## src/shared/chan_mode_pkg.sv

```systemverilog
// Constants and carrier types for the channel mode selection block.
// Assumes a 32-bit APB slave with word-aligned registers on core_clk.
package chan_mode_pkg;

	// Register indices; byte address is four times the index.
	localparam logic [7:0] IDX_SELECTOR_PORT = 8'h00;
	localparam logic [7:0] IDX_SETUP_TWO     = 8'h22;
	localparam logic [7:0] IDX_SELECTOR      = 8'h01;
	localparam logic [7:0] IDX_STATUS        = 8'h02;
	localparam int         ADDR_LSB          = 2;

	// Field positions of channel_setup_two.
	localparam int MODE_HI = 7;
	localparam int MODE_LO = 6;

	// Values after reset.
	localparam logic [7:0] SETUP_TWO_RESET = 8'h00;
	localparam logic [1:0] SELECTOR_RESET  = 2'h0;
	// Selector value that steers the pointer port onto channel_setup_two.
	localparam logic [1:0] SELECTOR_SETUP_TWO = 2'h2;

	// Channel modes, in field encoding order.
	typedef enum logic [1:0] {
		MODE_NORMAL,
		MODE_ECHO,
		MODE_LOCAL,
		MODE_REMOTE
	} chan_mode_t;

	// Receiver events reported to this block.
	typedef struct packed {
		logic char_valid;
		logic parity_err;
		logic framing_err;
		logic break_det;
		logic start_det;
	} rx_event_t;

	// Transmitter status reported to this block.
	typedef struct packed {
		logic room;
		logic idle;
	} tx_status_t;

	// Path controls handed to receiver and transmitter.
	typedef struct packed {
		logic parity_check_en;
		logic framing_check_en;
		logic parity_regen_en;
		logic tx_host_link_en;
	} path_ctrl_t;

endpackage

```

## src/verilog/chan_mode_select.sv

```systemverilog
// Channel mode selection: routes serial data among transmitter, receiver,
// transmit pin and receive pin, and gates status and check enables.
// Assumes bit ticks and receiver/transmitter signals on core_clk; the
// receive pin is asynchronous and is synchronised here.
//
// How it works
// RULE_01: setup register at direct index and pointer.
// RULE_02: bits 7:6 pick normal, echo, local, remote.
// RULE_03: normal mode keeps transmitter and receiver apart.
// RULE_04: echo re-clocks received bits onto transmit pin.
// RULE_05: echo output timed by receiver bit clock.
// RULE_06: host enables receiver for echo and remote.
// RULE_07: echo mode forces tx room, idle inactive.
// RULE_08: echo checks parity, sends received parity unchanged.
// RULE_09: echo checks framing, echoes stops, queues characters.
// RULE_10: break echoed until next valid start bit.
// RULE_11: echo keeps receiver access, cuts host transmit writes.
// RULE_12: local loop feeds transmitter into receiver.
// RULE_13: local loop clocks receiver with transmitter tick.
// RULE_14: local loop holds transmit pin high.
// RULE_15: host enables transmitter for local loopback.
// RULE_16: local loop keeps host access to both normal.
// RULE_17: remote loop re-clocks received bits on receiver tick.
// RULE_18: remote loop delivers nothing, error status inactive.
// RULE_19: remote loop neither checks nor regenerates parity.
// RULE_20: remote loop skips framing, echoes stop bits.
// RULE_21: echoed bit appears within one receiver bit time.
`timescale 1ns/1ps
`default_nettype none

module chan_mode_select #(
	parameter int ADDR_W = 8
) (
	// Clock and reset.
	input  wire logic                      core_clk,
	input  wire logic                      rst_n,
	// APB slave.
	input  wire logic                      psel,
	input  wire logic                      penable,
	input  wire logic                      pwrite,
	input  wire logic [ADDR_W-1:0]         paddr,
	input  wire logic [31:0]               pwdata,
	output var  logic [31:0]               prdata,
	output var  logic                      pready,
	output var  logic                      pslverr,
	// Serial pins.
	input  wire logic                      rxd_pin,
	output var  logic                      txd_pin,
	// Transmitter side.
	input  wire logic                      tx_serial,
	input  wire logic                      tx_bit_tick,
	input  wire chan_mode_pkg::tx_status_t tx_status,
	input  wire logic                      host_tx_write,
	output var  logic                      tx_room_flag,
	output var  logic                      tx_idle_flag,
	output var  logic                      tx_write,
	// Receiver side.
	input  wire logic                      rx_bit_tick,
	input  wire chan_mode_pkg::rx_event_t  rx_event,
	output var  logic                      rx_serial,
	output var  logic                      rx_tick,
	output var  logic                      queue_push,
	output var  logic                      parity_err_flag,
	output var  logic                      framing_err_flag,
	output var  chan_mode_pkg::path_ctrl_t path_ctrl
);

	typedef struct packed {
		logic [7:0]                 setup_two;
		logic [1:0]                 selector;
		logic                       rxd_meta;
		logic                       rxd_sync;
		logic                       echo_bit;
		logic                       break_hold;
		logic [31:0]                prdata;
		logic                       pready;
		logic                       pslverr;
		logic                       txd_pin;
		logic                       tx_room_flag;
		logic                       tx_idle_flag;
		logic                       tx_write;
		logic                       rx_serial;
		logic                       rx_tick;
		logic                       queue_push;
		logic                       parity_err_flag;
		logic                       framing_err_flag;
		chan_mode_pkg::path_ctrl_t  path_ctrl;
	} state_t;

	state_t                   st;
	state_t                   next_st;
	chan_mode_pkg::chan_mode_t mode;
	logic [7:0]               reg_idx;
	logic                     access;
	logic                     hit_direct;
	logic                     hit_pointer;
	logic                     hit_selector;
	logic                     hit_status;

	// Mode comes straight from the stored field.
	assign mode = chan_mode_pkg::chan_mode_t'(
		st.setup_two[chan_mode_pkg::MODE_HI:chan_mode_pkg::MODE_LO]); // [RULE_02]

	assign reg_idx = 8'(paddr >> chan_mode_pkg::ADDR_LSB);
	assign access  = psel && penable && st.pready;
	// Both locations reach the same storage.
	assign hit_direct   = reg_idx == chan_mode_pkg::IDX_SETUP_TWO; // [RULE_01]
	assign hit_pointer  = (reg_idx == chan_mode_pkg::IDX_SELECTOR_PORT) &&
		(st.selector == chan_mode_pkg::SELECTOR_SETUP_TWO); // [RULE_01]
	assign hit_selector = reg_idx == chan_mode_pkg::IDX_SELECTOR;
	assign hit_status   = reg_idx == chan_mode_pkg::IDX_STATUS;

	always_comb begin
		next_st = st;

		// APB: one wait state, so every answer leaves a flip-flop.
		next_st.pready  = psel && penable && !st.pready;
		next_st.pslverr = 1'b0;
		if (psel && penable && !st.pready) begin
			next_st.prdata  = 32'h0000_0000;
			if (hit_direct || hit_pointer) begin
				next_st.prdata[7:0] = st.setup_two;
			end else if (hit_selector) begin
				next_st.prdata[1:0] = st.selector;
			end else if (hit_status) begin
				next_st.prdata[1:0] = mode;
				next_st.prdata[2]   = st.break_hold;
			end else if (reg_idx != chan_mode_pkg::IDX_SELECTOR_PORT) begin
				next_st.pslverr = 1'b1;
			end
		end
		if (access && pwrite) begin
			if (hit_direct || hit_pointer) begin
				next_st.setup_two = pwdata[7:0]; // [RULE_01]
			end else if (hit_selector) begin
				next_st.selector = pwdata[1:0];
			end
		end

		// The pin is foreign to core_clk; second stage feeds all logic.
		next_st.rxd_meta = rxd_pin;
		next_st.rxd_sync = st.rxd_meta;

		// Re-clock the received line on the receiver tick, so the echo
		// lags the line by less than one bit time.
		if (rx_bit_tick) begin
			next_st.echo_bit = st.rxd_sync; // [RULE_04] [RULE_05] [RULE_17] [RULE_21]
		end

		// A break holds until the receiver sees a valid start bit; the
		// echo itself just follows the line, so the low goes out as is.
		if (rx_event.start_det) begin
			next_st.break_hold = 1'b0; // [RULE_10]
		end else if (rx_event.break_det) begin
			next_st.break_hold = 1'b1; // [RULE_10]
		end

		// Defaults are normal operation.
		next_st.txd_pin          = tx_serial; // [RULE_03]
		next_st.rx_serial        = st.rxd_sync; // [RULE_03]
		next_st.rx_tick          = rx_bit_tick;
		next_st.tx_room_flag     = tx_status.room;
		next_st.tx_idle_flag     = tx_status.idle;
		next_st.tx_write         = host_tx_write;
		next_st.queue_push       = rx_event.char_valid; // [RULE_09]
		next_st.parity_err_flag  = rx_event.parity_err;
		next_st.framing_err_flag = rx_event.framing_err; // [RULE_09]
		next_st.path_ctrl        = '{1'b1, 1'b1, 1'b1, 1'b1};

		unique case (mode)
			chan_mode_pkg::MODE_NORMAL: begin
			end
			chan_mode_pkg::MODE_ECHO: begin
				next_st.txd_pin      = st.echo_bit; // [RULE_04] [RULE_10]
				next_st.tx_room_flag = 1'b0; // [RULE_07]
				next_st.tx_idle_flag = 1'b0; // [RULE_07]
				// Receiver still checks and queues; transmitter is cut off.
				next_st.tx_write     = 1'b0; // [RULE_11]
				next_st.path_ctrl.parity_regen_en = 1'b0; // [RULE_08]
				next_st.path_ctrl.tx_host_link_en = 1'b0; // [RULE_11]
			end
			chan_mode_pkg::MODE_LOCAL: begin
				// Host access to both sides is untouched here.
				next_st.txd_pin   = 1'b1; // [RULE_14]
				next_st.rx_serial = tx_serial; // [RULE_12] [RULE_16]
				next_st.rx_tick   = tx_bit_tick; // [RULE_13]
			end
			chan_mode_pkg::MODE_REMOTE: begin
				next_st.txd_pin          = st.echo_bit; // [RULE_17] [RULE_20]
				next_st.queue_push       = 1'b0; // [RULE_18]
				next_st.parity_err_flag  = 1'b0; // [RULE_18]
				next_st.framing_err_flag = 1'b0; // [RULE_18]
				next_st.path_ctrl.parity_check_en  = 1'b0; // [RULE_19]
				next_st.path_ctrl.framing_check_en = 1'b0; // [RULE_20]
				next_st.path_ctrl.parity_regen_en  = 1'b0; // [RULE_19]
			end
		endcase
	end

	always_ff @(posedge core_clk or negedge rst_n) begin
		if (!rst_n) begin
			st           <= '0;
			st.setup_two <= chan_mode_pkg::SETUP_TWO_RESET;
			st.selector  <= chan_mode_pkg::SELECTOR_RESET;
			st.rxd_meta  <= 1'b1;
			st.rxd_sync  <= 1'b1;
			st.echo_bit  <= 1'b1;
			st.txd_pin   <= 1'b1;
			st.rx_serial <= 1'b1;
			st.path_ctrl <= '{1'b1, 1'b1, 1'b1, 1'b1};
		end else begin
			st <= next_st;
		end
	end

	assign prdata           = st.prdata;
	assign pready           = st.pready;
	assign pslverr          = st.pslverr;
	assign txd_pin          = st.txd_pin;
	assign tx_room_flag     = st.tx_room_flag;
	assign tx_idle_flag     = st.tx_idle_flag;
	assign tx_write         = st.tx_write;
	assign rx_serial        = st.rx_serial;
	assign rx_tick          = st.rx_tick;
	assign queue_push       = st.queue_push;
	assign parity_err_flag  = st.parity_err_flag;
	assign framing_err_flag = st.framing_err_flag;
	assign path_ctrl        = st.path_ctrl;
endmodule

`default_nettype wire
```

## config.mk

```make
export PLATFORM = sky130hd
export DESIGN_NAME = chan_mode_select
export DESIGN_NICKNAME = d
export VERILOG_FILES = /design/src/shared/chan_mode_pkg.sv /design/src/verilog/chan_mode_select.sv
export SDC_FILE = /design/constraint.sdc
export NUM_CORES = 1
export LEC_CHECK = 0
export BUFFER_PORTS_ARGS = -buffer_cell sky130_fd_sc_hd__buf_2
export CAP_MARGIN = 20
export CORE_MARGIN = 3
export CORE_UTILIZATION = 30
export DETAILED_ROUTE_END_ITERATION = 16
export GPL_TIMING_DRIVEN = 0
export MAX_ROUTING_LAYER = met4
export PLACE_DENSITY = 0.59
export SLEW_MARGIN = 20
export SYNTH_ARGS = -nofsm -noshare
export SYNTH_HDL_FRONTEND = slang
export SYNTH_SLANG_ARGS = --single-unit
```

## constraint.sdc

```tcl
create_clock -name core_clk -period 5.5 [get_ports core_clk]
set_input_delay 1.1 -clock core_clk [delete_from_list [all_inputs] [get_ports core_clk]]
set_output_delay 1.1 -clock core_clk [all_outputs]
set_load 0.02 [all_outputs]
```

# ---- After elaboration in Yosys (flattened, before gate mapping)
# Index checks and enable logic that the tools add are counted.
dict set report op_classes {
  bitwise_logic 1
  mux 18
  reduce_logical 13
  eq_ne 7
}
# cell count
set op_table {}
lappend op_table {{2-to-1 mux 1 bit} 10}
lappend op_table {{2-to-1 mux 5 bit} 2}
lappend op_table {{2-to-1 mux 3 bit} 3}
lappend op_table {{logical NOT 8 bit} 1}
lappend op_table {{nonzero test 8 bit} 1}
lappend op_table {{equality test 2 bit, second input constant} 3}
lappend op_table {{equality test 6 x 1 -> 1 bit, second input constant} 1}
lappend op_table {{equality test 6 x 2 -> 1 bit, second input constant} 1}
lappend op_table {{equality test 6 bit, second input constant} 1}
lappend op_table {{logical AND 1 bit} 5}
lappend op_table {{2-to-1 mux 2 bit} 2}
lappend op_table {{AND reduction 3 bit} 1}
lappend op_table {{equality test 2 x 1 -> 1 bit, second input constant} 1}
lappend op_table {{one-hot mux 1 bit (2 select lines)} 1}
lappend op_table {{AND reduction 2 bit} 1}
lappend op_table {{nonzero test 2 bit} 1}
lappend op_table {{OR reduction 2 bit} 1}
lappend op_table {{logical NOT 1 bit} 1}
lappend op_table {{logical OR 1 bit} 1}
lappend op_table {{NOT 1 bit} 1}
dict set report totals {
  regBits 37
  output_inout_bits 47
  elab_cells 61
}

# ---- Logic depth before layout (Yosys ltp)
dict set report depth {
  word_depth 6
  ltp_mapped 4
  mapped_depth_nobuf 3
}

# ---- Worst setup path after synthesis
# OpenSTA, ideal clock, no wires.
dict set report synth_timing {
  kind {input-to-reg}
  startpoint {in paddr[6]}
  endpoint {reg st, in the netlist mode[0]}
  path_buffers 0
  path_slack_ns 2.958
  arrival_time_ns 2.418
  cell_stages 3
  path_cell_list {or4_1 > a211oi_4 > mux2_2}
}
dict set report synth_between {
  elab_chain_cells 4
}
# element line_no
set synth_rtl {}
lappend synth_rtl {{start, declared} chan_mode_select.sv:41} ;# input wire logic [ADDR_W-1:0] paddr,
lappend synth_rtl {{logical NOT 8 bit} chan_mode_select.sv:108} ;# assign hit_pointer = (reg_idx == chan_mode_pkg::IDX_SELECTOR_PORT) &&
lappend synth_rtl {{logical AND 1 bit} chan_mode_select.sv:108}
lappend synth_rtl {{logical OR 1 bit *} chan_mode_select.sv:133} ;# if (hit_direct || hit_pointer) begin
lappend synth_rtl {{AND reduction 2 bit (no source line) *} n/a}
lappend synth_rtl {{end signal, assigned} chan_mode_select.sv:212} ;# st <= next_st;
lappend synth_rtl {{end, declared} chan_mode_select.sv:90} ;# state_t st;
# Every way passes the cells marked *; elsewhere a longest branch is shown, timed or not.
# A chain may end at the register's enable or synchronous reset.

# ---- Final worst setup path
dict set report layout_timing {
  startpoint {in paddr[2]}
  endpoint {reg st[54] (netlist name)}
}
# The elaborated chain is that of the path after synthesis.

==> impl_metrics.yaml <==
outcome:
  status: "complete, no violations"
clocking:
  cts_setup_buffers: 0
  clockBufferDepth: 2
  cts_resized: 0
  cts-hold-fix-buffers: 0
  cts-root-buf: "clkbuf_8"
  clkSlewWorstSetupHoldPaths_ns: 0.07
  cts_tree: "done"
  clk_latency_ns: 0.28
  clock-sinks: 36
  htreeDepth: 2
  cts_buffers: 5
synthesis:
  synth_compound_area_frac: 0.08444
  yosysWarningCount: 0
  syn_avg_cell_area_sq_um: 12.24
  syn_area_sq_mm: 0.001689
  synth_top_area_frac: 0.4148
  synth_mux_area_frac: 0.09259
  synth_area_leaders: "dfrtp_1, buf_4, dfstp_2"
  synth_cell_type_count: 30
  synth-adder-area-share: 0
  synth_xor_xnor_area_share: 0
  yosysSeqAreaShare: 0.5393
  yosys.area.top_type: "dfrtp_1"
  synth_top_family_by_area: "buffers and inverters"
  ys_ff_latch: 36
  syn_inst: 138
  ys.flop_type: "dfrtp_1"
  ys_async_sr_fraction: 1.000
  synth-simple-area-share: 0.1104
  synth-edff-count: 0
sta:
  worst_slew_pin_slew_ns: 0.7987
  fin_crit_ns: 2.554
  worst_clock_skew_ns: 0.001186
  fmaxAchievable_mhz: 391.6
  hold_violations: 0
  setup_viol: 0
  maxSlewViolCount: 0
  max_slew_margin: 0.4675
  rsz0062_at_grt: "false"
  post-route-period-util: 0.4643
  tns_ns: 0
die:
  initial_core_util: 0.3205
  core_area_sq_mm: 0.005270
  die_w_um: 81.04
  std_cell_rows: 26
  die_h_um: 81.04
  io_pins: 104
  dieArea_sq_mm: 0.006567
critical_path:
  critPathLaunchType: "input pin"
  endpoint_kind: "flip-flop"
  cp_data_arrival_time_ns: 2.72
  required_ns: 5.67
  ff2ff_path_depth: 3
  crit_path_max_fanout: 8
  worstSetupPathType: "in -> reg"
detailed_routing:
  vias: 1150
  drc: 0
  firstDrtPassIters: 4
  viasPerCell: 3.938
  drt-wirelength-per-cell_um: 10.85
  ant_nets: 0
  wirelength_um: 3167
  drt_iter0_markers: 33
placed_design:
  port-buffer-count: 53
  place.gp.congestion: 0.7495
  place_hpwl_um: 2391
  placedInstanceArea_sq_mm: 0.002128
power_and_ir_drop:
  p_leak_nw: 1.184
  power.density_mw_per_mm2: 264.1
  peakVddDrop_mv: 0.1061
grt:
  first_global_vias: 1022
  grt_pass1_wl_um: 4788
  grt-ovfl-total: 0
  grt_max_degree: 37
  track_usage: 0.1021
  antenna_found_initial: 0
final_layout:
  final_area_sq_mm: 0.002255
  fin_nets: 278
  antenna_cells: 0
  drive_gt1_frac: 0.5450
  area_growth_pct: 33.48
worst_hold_path:
  hp-class: "reg -> reg"
  hold-path-cell-count: 0
job:
  cap_viol_max_count: 0
-- synth_stat cells, drive strengths merged (2+ instances only) --
cell / n
a22o: 5
dfstp: 8
mux2: 13
buf: 36
dfrtp: 28
nand2: 5
and2: 8
inv: 2
or4: 2
a211o: 2
nor2: 3
clkbuf: 3
nand3b: 5
a211oi: 4
-- layout by cell type, fill, tap and decap left out, types with 2 or more instances in the layout --
master    instances
nand3b_1          5
buf_4            36
a211oi_1          2
buf_2            53
nand2_1           5
nor2_1            3
mux2_2           13
or4_1             2
clkbuf_1          3
dfstp_2           8
a211o_1           2
dfrtp_1          28
a22o_1            5
clkbuf_8          7
conb_1           24
and2_1            8
inv_1             2
-- sequential cells by signal (all words and copies together) (netlist names) --
register / cells
pready: 1
path_ctrl: 3
rx_tick: 1
prdata: 8
tx_room_flag: 1
next_st: 1
framing_err_flag: 1
queue_push: 1
txd_pin: 1
parity_err_flag: 1
st: 11
tx_write: 1
rx_serial: 1
mode: 2
pslverr: 1
tx_idle_flag: 1
-- worst max-delay path, cell delays in order --
cell,delay (ns)
buf_2,0.13
or4_1,0.62
a211oi_4,0.47
mux2_2,0.39
-- per-layer routing --
layer	global-route usage	routed length (um)	vias up
met5	-	0	-
met4	0.04054	47	0
met3	0.03991	257	5
met2	0.1617	1527	47
met1	0.1159	1335	515
li1	-	-	583
-- final timing paths --
kind | startpoint | end | slack, ns
max in group asynchronous | rst_n | prdata[0] | 4.09
worst max-delay path | paddr[2] | st[54] | 2.95
worst min-delay path | next_st[49] | st[49] | 0.36
worst min register to register | next_st[49] | st[49] | 0.36
min in group asynchronous | rst_n | queue_push | 0.90
worst max register to register | st[51] | st[54] | 3.56
-- cells by family (layout without fill, tap and decap cells) --
logic type             Yosys count  count (layout)
multiplexers                    14              14
buffers and inverters           41             102
other                            1              24
AND/OR/NAND/NOR                 30              30
flip-flops                      36              36
AO/OA/AOI/OAI                   16              16
-- metrics by stage --
stage | power, mW | util | cells | hold WS, ns | worst slack (ns)
6_report | 0.5954 | 0.4278 | 292 | 0.3570 | 2.946
5_1_grt | 0.6283 | 0.4278 | 292 | 0.3597 | 2.916
4_1_cts | 0.6058 | 0.4278 | 292 | 0.3585 | 2.940
3_5_place_dp | 0.3511 | 0.4038 | 284 | 0.3478 | 2.631
3_3_place_gp | 0.3506 | 0.4038 | 284 | 0.3468 | 2.646
2_1_floorplan | 0.3263 | - | 161 | 0.3452 | 2.958
-- final cells by class --
| class | instances | area, sq um |
|---|---|---|
| Multi-Input combinational cell | 84 | 575.6 |
| Buffer | 39 | 281.5 |
| Inverter | 2 | 7.507 |
| Tap cell | 70 | 87.58 |
| Timing Repair Buffer | 53 | 265.3 |
| Sequential cell | 36 | 910.9 |
| Clock buffer | 7 | 96.34 |
| Clock inverter | 1 | 30.03 |
| Fill cell | 549 | 3015 |
-- report_power, final --
group          switching (mW)  internal (mW)
clock network          0.0901          0.160
registers             0.00264          0.274
logic                  0.0403         0.0285
total                   0.133          0.462
Power figures use the tool's default switching activity.
